File: src/logic/apk_pkg.sv
// Package for the K1/K2 protection byte staging block.
// Assumes a 32-bit APB register bus and one 20 MHz clock.
package apk_pkg;
    // Register offsets (byte addresses)
    localparam logic [7:0] APK_CTRL_OFS = 8'h00;
    localparam logic [7:0] APK_STAGE_OFS = 8'h04;
    localparam logic [7:0] APK_FIELD_OFS = 8'h08;
    localparam logic [7:0] APK_PRESET_OFS = 8'h0C;
    localparam logic [7:0] APK_CMD_OFS = 8'h10;
    localparam logic [7:0] APK_TXK_OFS = 8'h14;
    localparam logic [7:0] APK_RXK_OFS = 8'h18;
    localparam logic [7:0] APK_STATUS_OFS = 8'h1C;
    // Field positions; K bit one is the most significant bit
    localparam int APK_CHAN_LSB = 4;
    localparam int APK_ARCH_BIT = 3;
    localparam int APK_STAT_LSB = 0;
    localparam int APK_FSEL_CHAN = 8;
    localparam int APK_FSEL_ARCH = 9;
    localparam int APK_FSEL_STAT = 10;
    localparam int APK_CMD_APPLY = 0;
    localparam int APK_CMD_DEFAULT = 1;
    localparam int APK_CMD_ILLEGAL = 2;
    localparam int APK_PRE_ZERO = 0;
    localparam int APK_PRE_ONE = 1;
    localparam int APK_PRE_DEF = 2;
    localparam int APK_ST_ALARM = 0;
    localparam int APK_ST_REFUSED = 1;
    localparam int APK_ST_UNUSED = 2;
    localparam int APK_ST_MODE = 3;
    // Reset and preset values
    localparam logic [7:0] APK_K_DEFAULT = 8'hAA;
    localparam logic [7:0] APK_K_ZERO = 8'h00;
    localparam logic [7:0] APK_K_ONE = 8'hFF;
    // Status codes of K2 bits six to eight
    localparam logic [2:0] APK_STAT_IDLE = 3'h0;
    localparam logic [2:0] APK_STAT_BRIDGED = 3'h1;
    localparam logic [2:0] APK_STAT_BRSW = 3'h2;
    localparam logic [2:0] APK_STAT_FERF = 3'h6;
    localparam logic [2:0] APK_STAT_AIS = 3'h7;
    // Bits in one K1+K2 slot
    localparam logic [4:0] APK_SLOT_BITS = 5'h10;
endpackage : apk_pkg

File: src/logic/apk_link_if.sv
// Interface between the register side and the overhead serialiser.
// Assumes both ends run on the same clock.
`timescale 1ns/1ps
interface apk_link_if;
    logic [7:0] txK1;
    logic [7:0] txK2;
    logic [7:0] rxK1;
    logic [7:0] rxK2;
    logic rxValid;
    modport ctrl (output txK1, output txK2, input rxK1, input rxK2, input rxValid);
    modport link (input txK1, input txK2, output rxK1, output rxK2, output rxValid);
endinterface : apk_link_if

File: src/logic/apk_link.sv
// Inserts the transmitted K bytes into each frame's slot and captures the received ones.
// Assumes frameSync marks the cycle before the 16-bit K1/K2 slot, one bit per clock.
`timescale 1ns/1ps
module apk_link
    import apk_pkg::*;
(
    input wire logic clock,
    input wire logic rst,
    input wire logic frameSync,
    input wire logic rxBit,
    output logic txBit,
    output logic txBitValid,
    apk_link_if.link lnk
);
    import apk_pkg::*;

    typedef struct packed {
        logic [15:0] txSh;
        logic [4:0] txCnt;
        logic [15:0] rxSh;
        logic [4:0] rxCnt;
        logic [7:0] rxK1;
        logic [7:0] rxK2;
        logic rxValid;
    } apk_link_s;

    apk_link_s st_q, st_d;

    // ========================================
    // Slot sequencing
    always_comb begin
        st_d = st_q;
        st_d.rxValid = 1'b0;
        if (st_q.txCnt != 5'h00) begin
            st_d.txSh = {st_q.txSh[14:0], 1'b0};
            st_d.txCnt = st_q.txCnt - 5'h01;
        end
        if (st_q.rxCnt != 5'h00) begin
            st_d.rxSh = {st_q.rxSh[14:0], rxBit};
            st_d.rxCnt = st_q.rxCnt - 5'h01;
            if (st_q.rxCnt == 5'h01) begin
                {st_d.rxK1, st_d.rxK2} = {st_q.rxSh[14:0], rxBit};
                st_d.rxValid = 1'b1;
            end
        end
        if (frameSync) begin
            st_d.txSh = {lnk.txK1, lnk.txK2};
            st_d.txCnt = APK_SLOT_BITS;
            st_d.rxCnt = APK_SLOT_BITS;
        end
    end

    always_ff @(posedge clock or posedge rst) begin
        if (rst) begin
            st_q <= '0;
        end else begin
            st_q <= st_d;
        end
    end

    assign txBit = st_q.txSh[15];
    assign txBitValid = (st_q.txCnt != 5'h00);
    assign lnk.rxK1 = st_q.rxK1;
    assign lnk.rxK2 = st_q.rxK2;
    assign lnk.rxValid = st_q.rxValid;

    property p_tx_first_bit;
        @(posedge clock) disable iff (rst)
        frameSync |=> txBitValid && (txBit == $past(lnk.txK1[7]));
    endproperty
    a_tx_first_bit: assert property (p_tx_first_bit) else $error("K1 bit one not sent first");

    property p_tx_slot_len;
        @(posedge clock) disable iff (rst)
        frameSync ##1 !frameSync [*8] |-> txBitValid;
    endproperty
    a_tx_slot_len: assert property (p_tx_slot_len) else $error("K slot ended early");
endmodule : apk_link

File: src/logic/apk_stage_top.sv
// K1/K2 protection byte staging: APB registers, transmit commands, received capture.
// Assumes an APB master with 32-bit data and a frame slot marker from the line side.
// Operation
// - K1 carries request, K2 architecture/status
// - Ring or span mode setting held
// - Staged K2 by bit, field, presets
// - K2 bits one-four take any channel
// - Span bit five: architecture select
// - Ring bit five: short or long path
// - Bits six-eight carry status codes
// - Staging writes leave transmitted bytes alone
// - Apply copies staged into transmitted
// - Send-default makes transmitted all zeros
// - Send-illegal makes transmitted all ones
// - No transmit loads during line alarms
// - Readback shows newly transmitted bytes
// - Transmitted bytes writable directly
// - Received K bytes captured for readback
//
// The APB interface to the registers and the register offsets were decided locally.
`timescale 1ns/1ps
module apk_stage_top
    import apk_pkg::*;
#(
    parameter int ADDR_W = 8
)(
    input wire logic clock,
    input wire logic rst,
    input wire logic psel,
    input wire logic penable,
    input wire logic pwrite,
    input wire logic [ADDR_W-1:0] paddr,
    input wire logic [31:0] pwdata,
    output logic [31:0] prdata,
    output logic pready,
    output logic pslverr,
    input wire logic lineAisActive,
    input wire logic lineFerfActive,
    input wire logic frameSync,
    input wire logic rxBit,
    output logic txBit,
    output logic txBitValid
);
    import apk_pkg::*;

    if (ADDR_W < 8) begin : g_chk
        $error("ADDR_W must be at least 8");
    end

    typedef struct packed {
        logic ringMode;
        logic [7:0] stK1;
        logic [7:0] stK2;
        logic [7:0] txK1;
        logic [7:0] txK2;
        logic [7:0] rxK1;
        logic [7:0] rxK2;
        logic refused;
        logic [31:0] rdData;
    } apk_state_s;

    apk_state_s st_q, st_d;
    apk_link_if lnk ();

    logic wrEn;
    logic rdEn;
    logic rdSetup;
    logic [31:0] rdMux;
    logic hit;
    logic alarmTx;
    logic [7:0] ofs;

    function automatic logic apk_unused_stat(input logic [2:0] code);
        return (code > APK_STAT_BRSW) && (code < APK_STAT_FERF);
    endfunction : apk_unused_stat

    // Merge selected K2 fields from a field write
    function automatic logic [7:0] apk_merge(input logic [7:0] k, input logic [31:0] w);
        logic [7:0] r;
        r = k;
        if (w[APK_FSEL_CHAN]) begin
            r[APK_CHAN_LSB +: 4] = w[APK_CHAN_LSB +: 4];
        end
        if (w[APK_FSEL_ARCH]) begin
            r[APK_ARCH_BIT] = w[APK_ARCH_BIT];
        end
        if (w[APK_FSEL_STAT]) begin
            r[APK_STAT_LSB +: 3] = w[APK_STAT_LSB +: 3];
        end
        return r;
    endfunction : apk_merge

    // ========================================
    // APB decode; zero wait states
    assign ofs = paddr[7:0];
    assign wrEn = psel && penable && pwrite && hit;
    assign rdEn = psel && penable && !pwrite && hit;
    assign rdSetup = psel && !penable && !pwrite && hit;
    assign pready = 1'b1;
    assign alarmTx = lineAisActive || lineFerfActive;

    always_comb begin
        case (ofs)
            APK_CTRL_OFS, APK_STAGE_OFS, APK_FIELD_OFS, APK_PRESET_OFS,
            APK_CMD_OFS, APK_TXK_OFS, APK_RXK_OFS, APK_STATUS_OFS: hit = ((paddr >> 8) == '0);
            default: hit = 1'b0;
        endcase
    end

    assign pslverr = psel && penable && !hit;

    // ========================================
    // State update
    always_comb begin
        st_d = st_q;
        // Sampled at setup so read data comes from a flop in the access phase
        st_d.rdData = rdSetup ? rdMux : 32'h0000_0000;
        if (wrEn && hit) begin
            case (ofs)
                APK_CTRL_OFS: st_d.ringMode = pwdata[0];
                APK_STAGE_OFS: {st_d.stK1, st_d.stK2} = pwdata[15:0];
                APK_FIELD_OFS: st_d.stK2 = apk_merge(st_q.stK2, pwdata);
                APK_PRESET_OFS: begin
                    if (pwdata[APK_PRE_ZERO]) begin
                        st_d.stK2 = APK_K_ZERO;
                    end else if (pwdata[APK_PRE_ONE]) begin
                        st_d.stK2 = APK_K_ONE;
                    end else if (pwdata[APK_PRE_DEF]) begin
                        st_d.stK2 = APK_K_DEFAULT;
                    end
                end
                APK_CMD_OFS: begin
                    if (alarmTx) begin
                        st_d.refused = st_q.refused | (|pwdata[2:0]);
                    end else if (pwdata[APK_CMD_APPLY]) begin
                        st_d.txK1 = st_q.stK1;
                        st_d.txK2 = st_q.stK2;
                    end else if (pwdata[APK_CMD_DEFAULT]) begin
                        st_d.txK1 = APK_K_ZERO;
                        st_d.txK2 = APK_K_ZERO;
                    end else if (pwdata[APK_CMD_ILLEGAL]) begin
                        st_d.txK1 = APK_K_ONE;
                        st_d.txK2 = APK_K_ONE;
                    end
                end
                APK_TXK_OFS: begin
                    if (alarmTx) begin
                        st_d.refused = 1'b1;
                    end else begin
                        {st_d.txK1, st_d.txK2} = pwdata[15:0];
                    end
                end
                APK_STATUS_OFS: begin
                    // Writing one to the refused bit clears it; no set can fall in the same cycle
                    if (pwdata[APK_ST_REFUSED]) begin
                        st_d.refused = 1'b0;
                    end
                end
                default: st_d = st_d;
            endcase
        end
        if (lnk.rxValid) begin
            st_d.rxK1 = lnk.rxK1;
            st_d.rxK2 = lnk.rxK2;
        end
    end

    always_ff @(posedge clock or posedge rst) begin
        if (rst) begin
            st_q <= '{ringMode: 1'b0, stK1: APK_K_DEFAULT, stK2: APK_K_DEFAULT,
                      txK1: APK_K_ZERO, txK2: APK_K_ZERO, rxK1: APK_K_ZERO,
                      rxK2: APK_K_ZERO, refused: 1'b0, rdData: 32'h0000_0000};
        end else begin
            st_q <= st_d;
        end
    end

    // ========================================
    // Read mux
    always_comb begin
        rdMux = 32'h0000_0000;
        if (rdSetup) begin
            case (ofs)
                APK_CTRL_OFS: rdMux[0] = st_q.ringMode;
                APK_STAGE_OFS: rdMux[15:0] = {st_q.stK1, st_q.stK2};
                APK_FIELD_OFS: rdMux[7:0] = st_q.stK2;
                APK_TXK_OFS: rdMux[15:0] = {st_q.txK1, st_q.txK2};
                APK_RXK_OFS: rdMux[15:0] = {st_q.rxK1, st_q.rxK2};
                APK_STATUS_OFS: begin
                    rdMux[APK_ST_ALARM] = alarmTx;
                    rdMux[APK_ST_REFUSED] = st_q.refused;
                    rdMux[APK_ST_UNUSED] = apk_unused_stat(st_q.txK2[2:0]);
                    rdMux[APK_ST_MODE] = st_q.ringMode;
                    rdMux[7:4] = {1'b0, st_q.txK2[2:0]};
                end
                default: rdMux = 32'h0000_0000;
            endcase
        end
    end

    assign prdata = st_q.rdData;

    // ========================================
    // Overhead slot insertion
    // K1 then K2 in one slot
    assign lnk.txK1 = st_q.txK1;
    assign lnk.txK2 = st_q.txK2;

    apk_link u_link (
        .clock(clock),
        .rst(rst),
        .frameSync(frameSync),
        .rxBit(rxBit),
        .txBit(txBit),
        .txBitValid(txBitValid),
        .lnk(lnk)
    );

    // ========================================
    // Checks
    property p_stage_hold;
        @(posedge clock) disable iff (rst)
        wrEn && (ofs == APK_STAGE_OFS) |=> (st_q.txK1 == $past(st_q.txK1)) && (st_q.txK2 == $past(st_q.txK2));
    endproperty
    a_stage_hold: assert property (p_stage_hold) else $error("Staging write moved transmitted bytes");

    property p_apply;
        @(posedge clock) disable iff (rst)
        wrEn && (ofs == APK_CMD_OFS) && !alarmTx && pwdata[APK_CMD_APPLY]
            |=> {st_q.txK1, st_q.txK2} == $past({st_q.stK1, st_q.stK2});
    endproperty
    a_apply: assert property (p_apply) else $error("Apply did not copy staged bytes");

    property p_default;
        @(posedge clock) disable iff (rst)
        wrEn && (ofs == APK_CMD_OFS) && !alarmTx && pwdata[2:0] == 3'h2 |=> {st_q.txK1, st_q.txK2} == 16'h0000;
    endproperty
    a_default: assert property (p_default) else $error("Send-default not all zeros");

    property p_illegal;
        @(posedge clock) disable iff (rst)
        wrEn && (ofs == APK_CMD_OFS) && !alarmTx && pwdata[2:0] == 3'h4 |=> {st_q.txK1, st_q.txK2} == 16'hFFFF;
    endproperty
    a_illegal: assert property (p_illegal) else $error("Send-illegal not all ones");

    property p_alarm_lock;
        @(posedge clock) disable iff (rst)
        alarmTx && wrEn && ((ofs == APK_CMD_OFS && |pwdata[2:0]) || ofs == APK_TXK_OFS)
            |=> $stable({st_q.txK1, st_q.txK2}) && st_q.refused;
    endproperty
    a_alarm_lock: assert property (p_alarm_lock) else $error("Transmit load during line alarm");

    property p_readback;
        @(posedge clock) disable iff (rst)
        rdEn && (ofs == APK_TXK_OFS) |-> prdata[15:0] == {lnk.txK1, lnk.txK2};
    endproperty
    a_readback: assert property (p_readback) else $error("Transmitted readback mismatch");

    property p_direct;
        @(posedge clock) disable iff (rst)
        wrEn && (ofs == APK_TXK_OFS) && !alarmTx |=> {st_q.txK1, st_q.txK2} == $past(pwdata[15:0]);
    endproperty
    a_direct: assert property (p_direct) else $error("Direct transmit write lost");

    property p_rx_capture;
        @(posedge clock) disable iff (rst)
        lnk.rxValid |=> {st_q.rxK1, st_q.rxK2} == $past({lnk.rxK1, lnk.rxK2});
    endproperty
    a_rx_capture: assert property (p_rx_capture) else $error("Received bytes not captured");

    property p_preset_one;
        @(posedge clock) disable iff (rst)
        wrEn && (ofs == APK_PRESET_OFS) && pwdata[2:0] == 3'h2 |=> st_q.stK2 == APK_K_ONE;
    endproperty
    a_preset_one: assert property (p_preset_one) else $error("All-ones preset failed");

    property p_mode;
        @(posedge clock) disable iff (rst)
        wrEn && (ofs == APK_CTRL_OFS) |=> st_q.ringMode == $past(pwdata[0]);
    endproperty
    a_mode: assert property (p_mode) else $error("Mode write lost");

    property p_field_chan;
        @(posedge clock) disable iff (rst)
        wrEn && (ofs == APK_FIELD_OFS) && pwdata[APK_FSEL_CHAN] |=> st_q.stK2[7:4] == $past(pwdata[7:4]);
    endproperty
    a_field_chan: assert property (p_field_chan) else $error("Channel field not staged");

    property p_field_arch;
        @(posedge clock) disable iff (rst)
        wrEn && (ofs == APK_FIELD_OFS) && pwdata[APK_FSEL_ARCH] |=> st_q.stK2[3] == $past(pwdata[3]);
    endproperty
    a_field_arch: assert property (p_field_arch) else $error("Bit five not staged");

    property p_field_stat;
        @(posedge clock) disable iff (rst)
        wrEn && (ofs == APK_FIELD_OFS) && pwdata[APK_FSEL_STAT] |=> st_q.stK2[2:0] == $past(pwdata[2:0]);
    endproperty
    a_field_stat: assert property (p_field_stat) else $error("Status field not staged");
endmodule : apk_stage_top
File: config.mk
export PLATFORM = sky130hd
export DESIGN_NAME = apk_stage_top
export DESIGN_NICKNAME = d
export VERILOG_FILES = /design/src/logic/apk_pkg.sv /design/src/logic/apk_link_if.sv /design/src/logic/apk_link.sv /design/src/logic/apk_stage_top.sv
export SDC_FILE = /design/constraint.sdc
export NUM_CORES = 1
export LEC_CHECK = 0
export ABC_AREA = 1
export BUFFER_PORTS_ARGS = -buffer_cell sky130_fd_sc_hd__buf_4
export CELL_PAD_IN_SITES_DETAIL_PLACEMENT = 0
export CELL_PAD_IN_SITES_GLOBAL_PLACEMENT = 1
export CORE_MARGIN = 4
export CORE_UTILIZATION = 39
export DETAILED_ROUTE_END_ITERATION = 10
export PLACE_DENSITY = 0.8
export SLEW_MARGIN = 10
export SYNTH_ARGS = -nofsm -noshare
export SYNTH_HDL_FRONTEND = slang
export SYNTH_SLANG_ARGS = --single-unit
File: constraint.sdc
create_clock -name clock -period 4 [get_ports clock]
set_clock_uncertainty 0.2 [all_clocks]
set_input_delay 0.6 -clock clock [delete_from_list [all_inputs] [get_ports clock]]
set_output_delay 0.6 -clock clock [all_outputs]
set_load 0.02 [all_outputs]
==> flow_summary.json, run 1 <==
{
  "ir_drop_mv": 0.297,
  "ios": 85,
  "r2r-start": "u_link.st_q[38]",
  "r2r_setup_slack_ns": 1.74,
  "slew_headroom_pct": 34.9,
  "async_reset_ff_share_pct": 100,
  "max_freq_mhz": 398,
  "timing.max_cap.violations": 0,
  "p_total_mw": 3.86,
  "ys_warn_count": 0,
  "holdCritPathClass": "primary input to asynchronous set/reset pin",
  "dp.cells": 970,
  "internal_power_mw": 2.78,
  "die_x_um": 134,
  "die_area_mm2": 0.0179,
  "critical_path_class": "primary input to flop",
  "portBuffers": 51,
  "cts_tree": "yes",
  "fin_area_mm2": 0.00714,
  "rsz0062_at_grt": "no",
  "pwr-share-clk_pct": 42.0,
  "insertion_delay_ns": 0.41,
  "final_cells": 1002,
  "syn_avg_cell_area_um2": 8.21,
  "synth_top_area_share_pct": 47.0,
  "die_y_um": 134,
  "synth.distinct_cells": 38,
  "switching_power_mw": 1.08,
  "ys_seq_elements": 124,
  "synthAdderAreaFrac_pct": 0.608,
  "ctsHoldBuffers": 0,
  "num_vias": 4825,
  "start_kind": "primary input",
  "netlist_area_mm2": 0.00618,
  "use_met3_pct": 4.91,
  "synth_mux_area_share_pct": 0,
  "synthTopCellsByArea": "dfrtp_1 (47%), nand2_1 (12%), o21ai_0 (7.7%)",
  "reg2regPathDepth": 9,
  "finalCriticalPeriod_ns": 2.51,
  "synth_edf_count": 0,
  "via_per_inst": 4.82,
  "regArea_mm2": 0.00311,
  "crit_path_start": "paddr[7]",
  "num_antenna_cells": 0,
  "worstPathArrival_ns": 2.65,
  "clk_pin_slew_ns": 0.06,
  "clockBufferDepth": 2,
  "hold_viol": 0,
  "grt_overflow": 0,
  "gp_congestion": 0.872,
  "p_leak_nw": 3.40,
  "synth-compound-area-share_pct": 14.9,
  "antenna_found_initial": 0,
  "multi_input_area_mm2": 0.00236,
  "met1_usage_pct": 22.6,
  "core_area_mm2": 0.0154,
  "wire_per_inst_um": 14.1,
  "cts_buffers": 17,
  "start_util_pct": 40.2,
  "cts_setup_buffers": 0,
  "grt_use_met2_pct": 26.0,
  "status": "finished, final reports clean",
  "grt_start_max_net_pins": 54,
  "synth_flop_cell": "dfrtp_1",
  "dpl.hpwl_mm": 9.98,
  "seq_area_frac_synth_pct": 50.4,
  "finalSetupViolCount": 0,
  "timing.rr.end": "u_link.st_q[50]",
  "setup_tns_ns": 0,
  "nFillCells": 1483,
  "pwr-share-comb_pct": 15.4,
  "tightest_slew_ns": 0.973,
  "swShare_pct": 28.0,
  "drt_first_iter_violations": 334,
  "post-route-period-util_pct": 62.8,
  "syn-instance-count": 753,
  "dr.pass1.iters": 5,
  "synth_xor_area_share_pct": 0.425,
  "grt_pass1_wl_mm": 23.6,
  "clock_sinks": 124,
  "synth_top_area_cell": "dfrtp_1",
  "crit_path_end_kind": "flop",
  "placed_area_mm2": 0.00651,
  "synth_simple_gate_area_share_pct": 21.1,
  "cts_htree_levels": 4,
  "cp_max_fo": 30,
  "ant_nets": 0,
  "grt_pass1_vias": 4665,
  "root_buffer": "clkbuf_16",
  "drv_slew": 0,
  "ctsResizeCount": 0,
  "drcViolationCount": 0,
  "power.density_mw_per_mm2": 540,
  "area_growth_pct": 15.6,
  "routed_wl_mm": 14.1,
  "rows": 45,
  "finalNetCount": 830,
  "top_usage_layer": "met2",
  "seqPwrFrac_pct": 42.7,
  "gr-usage-all-layers_pct": 16.5,
  "synth_top_family_by_area": "simple AND/OR/NAND/NOR gates",
  "drive_gt1_share_pct": 15.8,
  "crit_required_ns": 4.14
}
==> metal layers <==
layer | wire length (um) | part of all wire (%)
met1 | 6680 | 47
met5 | 0 | 0
met2 | 6680 | 47
met4 | 79 | 0.56
met3 | 666 | 4.7
==> critical path, stage by stage <==
cell and delay (ns):
buf_4 0.11, nor2_2 0.13, inv_1 0.09, nor2_4 0.15, nand2_2 0.29, inv_1 0.75
nand2_1 0.15, o211ai_1 0.16, a21oi_1 0.08, nor2_1 0.12
==> cells in the final DEF (no fill, tap or decap), types with 2 or more instances in the layout <==
cell type   instances
nand2_1           191
dfrtp_1           116
o21ai_0            95
inv_1              85
nor2_1             55
buf_4              54
a21oi_1            28
nand3_1            24
o211ai_1           17
conb_1             17
clkbuf_16          17
o22ai_1            13
nand3_2            10
dfstp_2             8
nor2_2              5
nor3_1              4
clkinvlp_4          4
clkbuf_8            4
inv_2               3
a31oi_1             3
nor2_4              3
nand4_1             3
a211oi_1            3
o21ai_1             3
ha_1                3
bufinv_16           3
clkinv_4            3
nand2_2             2
nand2_4             2
xor2_1              2
inv_6               2
==> registers in the layout (all words and copies together), names as in the netlist <==
signal              count
u_link.lnk.rxK1         8
st_q                   34
prdata                 16
u_link.st_q            40
u_link.lnk.rxValid      1
u_link.txBit            1
lnk.txK2                8
u_link.lnk.rxK2         8
lnk.txK1                8
==> how the worst max path moves through the flow <==
stage | endpoint | slack, ns | cells past startpoint
final | prdata[3] | 1.49 | 10
after floorplan | lnk.txK1[0] | 1.68 | 1
after global placement | prdata[3] | 1.12 | 10
after CTS | pslverr | 1.48 | 8
after detailed placement | prdata[3] | 1.09 | 10
after global routing | lnk.txK1[5] | 1.27 | 9
==> logic make-up (layout without fill, tap and decap cells) <==
logic type               Yosys count  in the layout
flip-flops                       124            124
adder cells (fa/ha/maj)            3              3
AO/OA/AOI/OAI                    165            165
buffers and inverters            155            178
AND/OR/NAND/NOR                  301            301
other                              2             17
XOR/XNOR                           3              3
==> per-stage QoR <==
step | setup WS, ns | hold slack (ns) | util, %
final | 1.49 | 0.178 | 46.5
after global routing | 1.27 | 0.193 | 46.5
after CTS | 1.48 | 0.188 | 46.5
after detailed placement | 1.09 | 0.267 | 42.3
after global placement | 1.12 | 0.255 | 42.3
after floorplan | 1.68 | 0.242 | -
==> final cells by class <==
cell class              count  area share, %
well taps                 211           3.70
multi-input cells         489           33.0
clock inverters            11           2.19
repair buffers             55           5.96
flip-flops and latches    124           43.6
inverters                  91           4.87
clock buffers              21           6.73
==> synthesized netlist by cell type (4+ instances only) <==
cell type  instances
buf_2              9
o21ai_0           95
nor3_1             4
dfrtp_1          116
o211ai_1          17
clkbuf_1          17
a21oi_1           28
buf_4             34
inv_1             86
dfstp_2            8
nand2_1          191
nor2_1            55
o22ai_1           13
nand3_2           10
nor2_2             5
nand3_1           24
==> power by group through the flow <==
| stage | Clock, mW | Sequential [mW] | Combinational (mW) |
|---|---|---|---|
| 6_report | 1.62 | 1.65 | 0.592 |
| 5_1_grt | 1.71 | 1.68 | 0.697 |
| 4_1_cts | 1.65 | 1.65 | 0.599 |
| 3_5_place_dp | 0 | 1.67 | 0.593 |
| 3_3_place_gp | 0 | 1.66 | 0.572 |
| 2_1_floorplan | 0 | 1.63 | 0.461 |
Power figures use the tool's default switching activity.
==> inputs of run 2 (changes only) <==
- clock period: 4 -> 2.2 ns (I/O delays scaled with it)
==> run 2 against run 1 <==
Count of clock-buffer cells in the layout down 4. Hold slack worse by 0.12 ns. Critical endpoint is now txBitValid. Register-to-register slack worse by 1.4 ns. Die area unchanged.
==> flow_summary.json, run 2 (synthesis results as in run 1) <==
{
  "area_growth_pct": 19.6,
  "critical_path_buf_inv_count": 2,
  "cp_max_fo": 5,
  "hold_viol": 0,
  "clockBufferDepth": 2,
  "finalNetCount": 854,
  "placed_area_mm2": 0.00667,
  "ir_drop_mv": 0.468,
  "start_util_pct": 40.2,
  "drive_gt1_share_pct": 17.3,
  "gr-usage-all-layers_pct": 16.6,
  "final_cells": 1026,
  "status": "finished, final reports clean",
  "start_kind": "flop",
  "post-route-period-util_pct": 94.6,
  "num_vias": 4933,
  "die_x_um": 134,
  "top_usage_layer": "met2",
  "drv_slew": 0,
  "largest-register": "u_link.st_q",
  "drcViolationCount": 0,
  "portBuffers": 51,
  "p_leak_nw": 3.52,
  "grt_overflow": 0,
  "crit_path_end_kind": "output pin",
  "crit_required_ns": 1.67,
  "tightest_slew_ns": 0.542,
  "finalWorstSetupSlack_ns": 0.118,
  "cts_tree": "yes",
  "slowest_delay_ns": 0.37,
  "grt_use_met2_pct": 25.7,
  "p_total_mw": 7.01,
  "root_buffer": "clkbuf_16",
  "cp_cell_sequence": "inv_2 -> ha_1 -> nand2_1 -> nor2_2 -> nand2_2 -> buf_4",
  "setup_tns_ns": 0,
  "via_per_inst": 4.81,
  "max_freq_mhz": 480,
  "clk_pin_slew_ns": 0.06,
  "slew_headroom_pct": 63.8,
  "crit_family": "flip-flops",
  "rsz0062_at_grt": "no",
  "cts_buffers": 17,
  "use_met3_pct": 3.23,
  "critical_path_class": "flop to output pin",
  "cpMaxStageDelayCell": "dfrtp_1",
  "routed_wl_mm": 14.2,
  "die_area_mm2": 0.0179,
  "place_ws_ns": 0.0445,
  "ios": 85,
  "die_y_um": 134,
  "gp_congestion": 0.881,
  "dpl.hpwl_mm": 10.6,
  "utilization_pct": 48.1,
  "wire_per_inst_um": 13.8,
  "clock_sinks": 124,
  "grt_start_max_net_pins": 38,
  "core_area_mm2": 0.0154,
  "grt_pass1_vias": 4805,
  "hold_slack_ns": 0.0553,
  "dp.cells": 983,
  "dr.pass1.iters": 5,
  "power.density_mw_per_mm2": 948,
  "worstPathArrival_ns": 1.55,
  "met1_usage_pct": 23.4,
  "insertion_delay_ns": 0.42,
  "layout_common_cells": "nand2_1 (191), dfrtp_1 (116), o21ai_0 (95)",
  "rows": 45,
  "finalCriticalPeriod_ns": 2.08,
  "num_antenna_cells": 0,
  "finalSetupViolCount": 0,
  "grt_pass1_wl_mm": 24.0,
  "holdCritPathClass": "primary input to flop",
  "timing.max_cap.violations": 0,
  "largest_reg_flops": 40,
  "drt_first_iter_violations": 384,
  "cts_htree_levels": 4,
  "ant_nets": 0,
  "mostFrequentLayoutCell": "nand2_1",
  "antenna_found_initial": 0,
  "fin_area_mm2": 0.00739
}
## run 2: what timing repair did
| action | CTS | global route |
|---|---|---|
| hold endpoints to repair | 29 | 0 |
| setup endpoints to repair | 0 | 1 |
| setup buffers | 0 | 1 |
| gates resized for setup | 0 | 2 |
| hold buffers | 10 | 0 |
## run 2: final timing paths
check / startpoint / to / slack (ns) / cells past startpoint
max in group asynchronous: rst / st_q[74] / 0.85 / 4
worst min register to register: u_link.st_q[36] / u_link.lnk.rxK1[7] / 0.27 / 2
worst max-delay path: u_link.st_q[38] / txBitValid / 0.12 / 6
worst max register to register: u_link.st_q[38] / u_link.st_q[46] / 0.35 / 9
worst min-delay path: frameSync / u_link.st_q[18] / 0.06 / 2
min in group asynchronous: rst / prdata[15] / 0.32 / 3
## run 2: power by group
part	internal, mW	switching [mW]	leakage, nW
combinational	0.421	0.727	1.63
clock	1.80	1.07	0.294
sequential	2.76	0.221	1.60
total	4.98	2.02	3.52
## run 2: area by class of cell
class | count | area [um^2]
multi-input combinational | 489 | 2360
fill | 1493 | 7980
clock inverter | 15 | 189
clock buffer | 17 | 425
inverter | 91 | 348
sequential | 124 | 3110
tap | 211 | 264
timing repair buffer | 79 | 693
## run 2: worst reg2reg max path: cells and delay by family (launching register included)
| family | cells | cell delay [ns] |
|---|---|---|
| AOI/OAI and AO/OA | 2 | 0.25 |
| adders and majority gates | 1 | 0.16 |
| buffers and inverters | 2 | 0.25 |
| DFF | 1 | 0.37 |
| and+or+nand+nor | 4 | 0.47 |
## run 2: routing by layer
metal / up-vias / wire [um] / share of wire (%)
met5: - / 0 / 0
met4: 0 / 204 / 1.4
met3: 18 / 591 / 4.2
met2: 115 / 6630 / 47
met1: 2333 / 6740 / 48
li1: 2467 / - / -
